<file path="config.mk">
export PLATFORM = sky130hd
export DESIGN_NAME = tape_delay_counter
export DESIGN_NICKNAME = d
export VERILOG_FILES = /design/src/verilog/delay_counter_pkg.sv /design/src/verilog/tape_delay_counter.sv
export SDC_FILE = /design/constraint.sdc
export NUM_CORES = 1
export LEC_CHECK = 0
export BUFFER_PORTS_ARGS = -buffer_cell sky130_fd_sc_hd__buf_4
export CORE_UTILIZATION = 34
export DETAILED_ROUTE_END_ITERATION = 8
export PLACE_DENSITY = 0.52
export RECOVER_POWER = 50
export SLEW_MARGIN = 40
export SYNTH_ARGS = -nofsm -noshare
export SYNTH_HDL_FRONTEND = slang
export SYNTH_SLANG_ARGS = --single-unit
</file>
<file path="constraint.sdc">
create_clock -name MCLK_IN -period 5.1 [get_ports MCLK_IN]
set_input_delay 1.275 -clock MCLK_IN [delete_from_list [all_inputs] [get_ports MCLK_IN]]
set_output_delay 1.275 -clock MCLK_IN [all_outputs]
set_load 0.005 [all_outputs]
</file>
<file path="src/verilog/delay_counter_pkg.sv">
// Constants and carrier types shared by the tape delay counter and its bench.
// Assumes a 50 MHz system clock and Avalon-MM byte addressing of 32-bit words.
package delay_counter_pkg;

  // Counter geometry: nine stages, weights 1 through 256.
  localparam int unsigned STAGES = 9;
  localparam int unsigned OSC_COUNT = 6;
  localparam int unsigned ADDR_W = 5;

  // Register byte offsets.
  localparam logic [4:0] CTRL_OFFSET = 5'h00;
  localparam logic [4:0] START_OFFSET = 5'h04;
  localparam logic [4:0] STOP_OFFSET = 5'h08;
  localparam logic [4:0] COUNT_OFFSET = 5'h0C;
  localparam logic [4:0] STATUS_OFFSET = 5'h10;

  // Control register field positions.
  localparam int unsigned CTRL_RUN_BIT = 0;
  localparam int unsigned CTRL_MSEC_BIT = 1;
  localparam int unsigned CTRL_HI_DENS_BIT = 2;
  localparam int unsigned CTRL_STOP_EN_BIT = 3;
  localparam int unsigned CTRL_BREAK_BIT = 4;

  // Status register field positions (taps are sticky, write one to clear).
  localparam int unsigned STAT_RUNNING_BIT = 0;
  localparam int unsigned STAT_MODEL_TWO_BIT = 1;
  localparam int unsigned STAT_TAP36_BIT = 4;
  localparam int unsigned STAT_TAP52_BIT = 5;
  localparam int unsigned STAT_TAP144_BIT = 6;
  localparam int unsigned STAT_STOPPED_BIT = 7;

  // Decoded tap counts.
  localparam logic [8:0] TAP_36_COUNT = 9'h024;
  localparam logic [8:0] TAP_52_COUNT = 9'h034;
  localparam logic [8:0] TAP_144_COUNT = 9'h090;

  // Reset values.
  localparam logic [8:0] COUNT_RESET = 9'h000;
  localparam logic [8:0] STOP_RESET = 9'h1FF;
  localparam logic [31:0] READ_UNMAPPED = 32'h0000_0000;

  // Oscillator slots: three per drive model.
  typedef enum logic [2:0] {
    OSC_ONE_USEC_LO = 3'b000,
    OSC_ONE_USEC_HI = 3'b001,
    OSC_ONE_MSEC = 3'b010,
    OSC_TWO_USEC_LO = 3'b011,
    OSC_TWO_USEC_HI = 3'b100,
    OSC_TWO_MSEC = 3'b101
  } osc_sel_e;

  // Software control fields.
  typedef struct packed {
    logic break_open;
    logic stop_en;
    logic hi_density;
    logic msec_mode;
    logic run;
  } ctrl_s;

  // Tap pulse group.
  typedef struct packed {
    logic tap_144;
    logic tap_52;
    logic tap_36;
  } taps_s;

endpackage

</file>
<file path="src/verilog/tape_delay_counter.sv">
// Nine-stage tape delay counter with oscillator routing and a breakable drive line.
// Assumes oscillator pins and the model-two line are asynchronous to MCLK_IN and
// that software reaches the registers over an Avalon-MM slave with waitrequest.
`timescale 1ns/1ns

module tape_delay_counter
  import delay_counter_pkg::*;
#(
  parameter int unsigned WIDTH = 9
)
(
  // Clock and reset.
  input wire logic MCLK_IN,
  input wire logic RST_N_IN,
  // Avalon-MM slave.
  input wire logic [delay_counter_pkg::ADDR_W-1:0] AVS_ADDRESS_IN,
  input wire logic AVS_READ_IN,
  input wire logic AVS_WRITE_IN,
  input wire logic [31:0] AVS_WRITEDATA_IN,
  output logic [31:0] AVS_READDATA_OUT,
  output logic AVS_WAITREQUEST_OUT,
  // Tape drive and oscillator pins.
  input wire logic [delay_counter_pkg::OSC_COUNT-1:0] OSC_IN,
  input wire logic DRIVE_MODEL_TWO_SELECTED_READY_IN,
  // Breakable drive line toward the external system.
  output logic DRIVE_PULSE_OUT,
  input wire logic DRIVE_PULSE_RETURN_IN,
  // Counter stages and decoded taps.
  output logic [WIDTH-1:0] DELAY_STAGE_OUT,
  output logic READ_DISC_DELAY_TAP_36_OUT,
  output logic READ_DISC_DELAY_TAP_144_OUT,
  output logic WRITE_DELAY_TAP_52_OUT
);
  import delay_counter_pkg::*;

  // Reset release synchroniser; the second stage is the design-wide reset.
  logic [1:0] rst_sync_q;
  logic rst_n;

  // Bus handshake state.
  logic wait_q;
  logic [31:0] rdata_q;
  logic bus_req;
  logic bus_go;

  // Software-visible state.
  ctrl_s ctrl_q;
  logic [WIDTH-1:0] stop_q;
  logic [WIDTH-1:0] count_q;
  logic [WIDTH-1:0] count_d;
  logic [3:0] tap_flag_q;
  logic running;

  // Pin synchronisers and edge detection.
  logic [OSC_COUNT-1:0] osc_s1_q;
  logic [OSC_COUNT-1:0] osc_s2_q;
  logic [OSC_COUNT-1:0] osc_prev_q;
  logic [OSC_COUNT-1:0] osc_edge;
  logic [1:0] model_sync_q;
  logic [1:0] ret_sync_q;
  logic ret_prev_q;
  logic ret_edge;

  // Drive routing.
  osc_sel_e osc_sel;
  logic drive_pulse_q;
  logic step;

  // Tap decode.
  taps_s taps;
  taps_s taps_q;
  logic stop_hit;

  // The weight-one and weight-top stages, named for clarity in waveforms.
  logic delay_stage_weight_one;
  logic delay_stage_weight_top;

  assign rst_n = rst_sync_q[1];
  assign running = ctrl_q.run;
  assign delay_stage_weight_one = count_q[0];
  assign delay_stage_weight_top = count_q[WIDTH-1];

  // Reset is applied at once but released only after two clean clock edges.
  always_ff @(posedge MCLK_IN or negedge RST_N_IN)
  begin
    if (!RST_N_IN)
    begin
      rst_sync_q <= 2'b00;
    end
    else
    begin
      rst_sync_q <= {rst_sync_q[0], 1'b1};
    end
  end

  // Each oscillator pin is synchronised and edge detected in its own slice.
  // The edge detector looks only at the second stage, never the first.
  genvar gi;
  generate
    for (gi = 0; gi < OSC_COUNT; gi = gi + 1)
    begin : g_osc
      always_ff @(posedge MCLK_IN or negedge rst_n)
      begin
        if (!rst_n)
        begin
          osc_s1_q[gi] <= 1'b0;
          osc_s2_q[gi] <= 1'b0;
          osc_prev_q[gi] <= 1'b0;
        end
        else
        begin
          osc_s1_q[gi] <= OSC_IN[gi];
          osc_s2_q[gi] <= osc_s1_q[gi];
          osc_prev_q[gi] <= osc_s2_q[gi];
        end
      end
      // A rising oscillator edge becomes one drive pulse of one clock.
      assign osc_edge[gi] = osc_s2_q[gi] & ~osc_prev_q[gi];
    end
  endgenerate

  // Model-two ready line and the external return line are pins too.
  always_ff @(posedge MCLK_IN or negedge rst_n)
  begin
    if (!rst_n)
    begin
      model_sync_q <= 2'b00;
      ret_sync_q <= 2'b00;
      ret_prev_q <= 1'b0;
    end
    else
    begin
      model_sync_q <= {model_sync_q[0], DRIVE_MODEL_TWO_SELECTED_READY_IN};
      ret_sync_q <= {ret_sync_q[0], DRIVE_PULSE_RETURN_IN};
      ret_prev_q <= ret_sync_q[1];
    end
  end

  // The returned line counts on its rising edge, like an oscillator.
  assign ret_edge = ret_sync_q[1] & ~ret_prev_q;

  // Oscillator choice: drive model picks the set, mode and density the member.
  always_comb
  begin
    if (model_sync_q[1])
    begin
      if (ctrl_q.msec_mode)
      begin
        osc_sel = OSC_TWO_MSEC;
      end
      else if (ctrl_q.hi_density)
      begin
        osc_sel = OSC_TWO_USEC_HI;
      end
      else
      begin
        osc_sel = OSC_TWO_USEC_LO;
      end
    end
    else if (ctrl_q.msec_mode)
    begin
      osc_sel = OSC_ONE_MSEC;
    end
    else if (ctrl_q.hi_density)
    begin
      osc_sel = OSC_ONE_USEC_HI;
    end
    else
    begin
      osc_sel = OSC_ONE_USEC_LO;
    end
  end

  // Only a running counter receives drive pulses from the chosen oscillator.
  // The pulse is registered so that the break-out pin comes from a flop.
  always_ff @(posedge MCLK_IN or negedge rst_n)
  begin
    if (!rst_n)
    begin
      drive_pulse_q <= 1'b0;
    end
    else
    begin
      drive_pulse_q <= running & osc_edge[osc_sel];
    end
  end

  // With the break point closed the internal pulse steps the counter directly.
  // When opened, the external system owns the step and must send it back.
  // The returned pulse is still gated by run, so software stop always wins.
  assign step = ctrl_q.break_open ? (ret_edge & running) : drive_pulse_q;

  // Next count: add one per drive pulse, hold otherwise.
  always_comb
  begin
    if (step)
    begin
      count_d = count_q + {{(WIDTH-1){1'b0}}, 1'b1};
    end
    else
    begin
      count_d = count_q;
    end
  end

  // Hitting the programmed stop count halts the counter on that exact step.
  assign stop_hit = step & ctrl_q.stop_en & (count_d == stop_q);

  // Taps decode a count only on the step that reaches it, so a held count
  // does not re-fire its tap.
  assign taps.tap_36 = step & (count_d == TAP_36_COUNT[WIDTH-1:0]);
  assign taps.tap_52 = step & (count_d == TAP_52_COUNT[WIDTH-1:0]);
  assign taps.tap_144 = step & (count_d == TAP_144_COUNT[WIDTH-1:0]);

  // Bus request is taken once per waitrequest-low cycle.
  assign bus_req = AVS_READ_IN | AVS_WRITE_IN;
  assign bus_go = bus_req & ~wait_q;

  // Waitrequest drops for one cycle after a request is seen, then rises again.
  // This fixed two-edge answer keeps the slave simple at the cost of throughput.
  always_ff @(posedge MCLK_IN or negedge rst_n)
  begin
    if (!rst_n)
    begin
      wait_q <= 1'b1;
    end
    else if (bus_req && wait_q)
    begin
      wait_q <= 1'b0;
    end
    else
    begin
      wait_q <= 1'b1;
    end
  end

  // Read data is captured together with the waitrequest drop.
  always_ff @(posedge MCLK_IN or negedge rst_n)
  begin
    if (!rst_n)
    begin
      rdata_q <= READ_UNMAPPED;
    end
    else if (AVS_READ_IN && wait_q)
    begin
      if (AVS_ADDRESS_IN == CTRL_OFFSET)
      begin
        rdata_q <= {27'h0000000, ctrl_q};
      end
      else if (AVS_ADDRESS_IN == START_OFFSET)
      begin
        // The start register has no storage of its own; it reads the count.
        rdata_q <= {{(32-WIDTH){1'b0}}, count_q};
      end
      else if (AVS_ADDRESS_IN == STOP_OFFSET)
      begin
        rdata_q <= {{(32-WIDTH){1'b0}}, stop_q};
      end
      else if (AVS_ADDRESS_IN == COUNT_OFFSET)
      begin
        rdata_q <= {{(32-WIDTH){1'b0}}, count_q};
      end
      else if (AVS_ADDRESS_IN == STATUS_OFFSET)
      begin
        rdata_q <= {24'h000000, tap_flag_q[3], tap_flag_q[2:0], 2'b00,
                    model_sync_q[1], running};
      end
      else
      begin
        // Unmapped addresses answer normally with zero data.
        rdata_q <= READ_UNMAPPED;
      end
    end
  end

  // Control register; a hardware stop clears run unless software writes it.
  always_ff @(posedge MCLK_IN or negedge rst_n)
  begin
    if (!rst_n)
    begin
      ctrl_q <= '0;
    end
    else if (bus_go && AVS_WRITE_IN && AVS_ADDRESS_IN == CTRL_OFFSET)
    begin
      ctrl_q <= AVS_WRITEDATA_IN[4:0];
    end
    else if (stop_hit)
    begin
      ctrl_q.run <= 1'b0;
    end
  end

  // Stop count register.
  always_ff @(posedge MCLK_IN or negedge rst_n)
  begin
    if (!rst_n)
    begin
      stop_q <= STOP_RESET[WIDTH-1:0];
    end
    else if (bus_go && AVS_WRITE_IN && AVS_ADDRESS_IN == STOP_OFFSET)
    begin
      stop_q <= AVS_WRITEDATA_IN[WIDTH-1:0];
    end
  end

  // The counter: a start write presets any count, steps advance it.
  always_ff @(posedge MCLK_IN or negedge rst_n)
  begin
    if (!rst_n)
    begin
      count_q <= COUNT_RESET[WIDTH-1:0];
    end
    else if (bus_go && AVS_WRITE_IN && AVS_ADDRESS_IN == START_OFFSET)
    begin
      count_q <= AVS_WRITEDATA_IN[WIDTH-1:0];
    end
    else
    begin
      count_q <= count_d;
    end
  end

  // Sticky tap and stop flags; a new event beats a same-cycle clear.
  always_ff @(posedge MCLK_IN or negedge rst_n)
  begin
    if (!rst_n)
    begin
      tap_flag_q <= 4'h0;
    end
    else if (bus_go && AVS_WRITE_IN && AVS_ADDRESS_IN == STATUS_OFFSET)
    begin
      tap_flag_q <= (tap_flag_q & ~AVS_WRITEDATA_IN[7:4]) | {stop_hit, taps};
    end
    else
    begin
      tap_flag_q <= tap_flag_q | {stop_hit, taps};
    end
  end

  // Tap outputs are one-clock pulses delayed one edge behind the step.
  always_ff @(posedge MCLK_IN or negedge rst_n)
  begin
    if (!rst_n)
    begin
      taps_q <= '0;
    end
    else
    begin
      taps_q <= taps;
    end
  end

  // Every top-level output comes straight from a flop.
  assign AVS_WAITREQUEST_OUT = wait_q;
  assign AVS_READDATA_OUT = rdata_q;
  assign DRIVE_PULSE_OUT = drive_pulse_q;
  assign DELAY_STAGE_OUT = count_q;
  assign READ_DISC_DELAY_TAP_36_OUT = taps_q.tap_36;
  assign READ_DISC_DELAY_TAP_144_OUT = taps_q.tap_144;
  assign WRITE_DELAY_TAP_52_OUT = taps_q.tap_52;

endmodule

</file>
==> impl_metrics.json <==
{
  "outcome": "completed",
  "ioPinCount": 95,
  "syn_to_final_growth_pct": 17.0,
  "yosys-top-cells-area": "dfrtp_1, dfstp_2, buf_4",
  "cts_tree": "yes",
  "worstPathRequired_ns": 5.31,
  "fillers": 924,
  "cts_sinks": 66,
  "synthCells": 301,
  "drc": 0,
  "endpoint_kind": "register",
  "netlist_area_um2": 3370,
  "die-width_um": 101,
  "hold_ws_ns": 0.327,
  "post-dp-hpwl_um": 5390,
  "yosys.cell_types.count": 62,
  "synth_sequential_area_ratio_pct": 49.4,
  "cts_root_buffer": "clkbuf_8",
  "antenna_found_initial": 0,
  "cp_max_fo": 18,
  "postCtsSetupRepairBufs": 0,
  "ant_nets": 0,
  "leakage_nw": 1.71,
  "rows": 35,
  "drv_cap": 0,
  "finalCriticalPeriod_ns": 2.58,
  "final_area_um2": 3940,
  "synth_edf_count": 0,
  "worst_skew_pair.late_latency_ns": 0.36,
  "slew_headroom_pct": 53.6,
  "ys_seq_elements": 66,
  "fin_crit_sh_pct": 50.6,
  "finalHoldViolCount": 0,
  "gp_congestion": 0.822,
  "fmax_mhz": 387,
  "path_clk_slew_ns": 0.07,
  "start_util_pct": 35.7,
  "drtIter0Drc": 81,
  "htree_levels": 3,
  "core_area_um2": 9420,
  "yosysWarningCount": 0,
  "wl_um": 7430,
  "synth_area_per_cell_um2": 11.2,
  "hold_class": "reg2async",
  "dpl_cell_area_um2": 3740,
  "overflow": 0,
  "diodes": 0,
  "finalMaxSlewViolations": 0,
  "die_h_um": 101,
  "arrival_ns": 2.80,
  "grt_pass1_wl_um": 12100,
  "firstDrtPassIters": 4,
  "final_net_count": 398,
  "portBuffers": 48,
  "worstMarginPinSlew_ns": 0.693,
  "fin_skew_ns": 0.0154,
  "grt_pass1_vias": 2315,
  "cts_resized": 0,
  "cp-start-kind": "input pin",
  "yosys.area.top_type_share_pct": 41.6,
  "final_common_cell": "dfrtp_1",
  "grt_max_degree": 65,
  "viasPerCell": 4.84,
  "grt_setup_unrepaired": "false",
  "numCtsBuffers": 9,
  "powerDensity_nw_per_um2": 419,
  "synth-async-reset-ratio_pct": 100,
  "grt_usage_pct": 15.9,
  "ir_drop_uv": 189,
  "mostFrequentLayoutCells": "dfrtp_1, buf_4, conb_1",
  "instances_no_fill": 482,
  "crit_type": "in2reg",
  "drive_gt1_share_pct": 29.5,
  "synth_top_area_cell": "dfrtp_1",
  "cts_hold_buf": 0,
  "dieArea_um2": 10300,
  "vias": 2334,
  "cts_buffer_depth": 2,
  "setup_tns_ns": 0,
  "wl_per_cell_um": 15.4,
  "setup_viol": 0,
  "utilization_pct": 41.8,
  "placed_cells_incl_taps": 466,
  "ys.flop_type": "dfrtp_1"
}
==> cells by family (layout without fill, tap and decap cells) <==
| family | Yosys count | after routing | share of synthesized area (%) |
|---|---|---|---|
| flip-flops | 66 | 66 | 49.4 |
| buffers and inverters | 46 | 76 | 8.44 |
| other | 2 | 24 | 0.223 |
| XOR/XNOR | 23 | 23 | 7.21 |
| multiplexers | 13 | 13 | 4.35 |
| AND/OR/NAND/NOR | 80 | 80 | 15.1 |
| AO/OA/AOI/OAI | 70 | 70 | 14.9 |
| adder cells (fa/ha/maj) | 1 | 1 | 0.372 |
==> worst paths after layout <==
kind	startpoint	cells after the start	to	slack [ns]
setup / recovery	AVS_ADDRESS_IN[4]	5	DELAY_STAGE_OUT[5]$_DFF_PN0_	2.52
hold / removal	rst_sync_q[1]$_DFF_PN0_	1	osc_s2_q[4]$_DFF_PN0_	0.33
setup reg to reg	DELAY_STAGE_OUT[2]$_DFF_PN0_	5	running$_DFFE_PN0P_	2.91
hold reg to reg	rst_sync_q[1]$_DFF_PN0_	1	osc_s2_q[4]$_DFF_PN0_	0.33
max in group asynchronous	RST_N_IN	1	rst_sync_q[1]$_DFF_PN0_	4.27
min in group MCLK_IN	osc_s1_q[4]$_DFF_PN0_	0	osc_s2_q[4]$_DFF_PN0_	0.35
==> state kept, by name (all words and copies together) (netlist names) <==
register,count
AVS_READDATA_OUT,9
AVS_WAITREQUEST_OUT,1
DELAY_STAGE_OUT,9
DRIVE_PULSE_OUT,1
READ_DISC_DELAY_TAP_144_OUT,1
READ_DISC_DELAY_TAP_36_OUT,1
WRITE_DELAY_TAP_52_OUT,1
ctrl_q,4
model_sync_q,2
osc_prev_q,6
osc_s1_q,6
osc_s2_q,6
ret_prev_q,1
ret_sync_q,2
rst_sync_q,2
running,1
stop_q,9
tap_flag_q,4
==> power by group <==
part           leakage, nW  total (mW)  switching [mW]  internal (mW)
logic                0.829       0.466           0.228          0.238
clock network        0.104       0.450           0.220          0.230
registers            0.774       0.734           0.135          0.600
==> per-stage QoR <==
| stage | power [mW] | setup slack (ns) |
|---|---|---|
| after global placement | 1.20 | 2.16 |
| after CTS | 1.67 | 2.52 |
| after detailed placement | 1.21 | 2.14 |
| after global routing | 1.75 | 2.34 |
| after floorplan | 1.07 | 2.60 |
| final | 1.65 | 2.52 |
==> area by class of cell <==
type	instances	area [um2]	area share, %
Sequential cell	66	1670	42.3
Timing Repair Buffer	49	368	9.34
Tap cell	129	161	4.10
Inverter	11	41.3	1.05
Clock inverter	7	78.8	2.00
Clock buffer	9	124	3.14
Multi-Input combinational cell	211	1500	38.1
==> metal layers <==
layer  vias to the layer above  GRT usage [%]  routed length [um]
met5                         -              0                   0
met4                         0           4.68                  63
met3                        10           4.49                 351
met2                        67           27.6                3770
met1                      1147           19.3                3250
li1                       1110              -                   -
==> worst max-delay path: stages <==
cell     delay, ns
buf_4         0.17
nor4b_4       0.67
nand2_2       0.43
nor2_1        0.20
a21oi_1       0.06
==> cell usage after synthesis, drive strengths merged, types with 2 or more instances <==
cell type and n:
a22o 2, xnor3 3, nand3 5, nor2b 3, nor4b 2, dfrtp 56
conb 2, nor2 20, clkbuf 2, mux2i 3, o21ai 25, xor2 8
a22oi 2, mux2 10, a21oi 16, a2111oi 3, a211oi 5, inv 11
dfstp 10, o31ai 4, nand2b 6, a32o 2, nand4 6, a221oi 2
nor4 4, buf 33, a222oi 2, xnor2 12, nor3 5, nand2 22
Power figures use the tool's default switching activity.
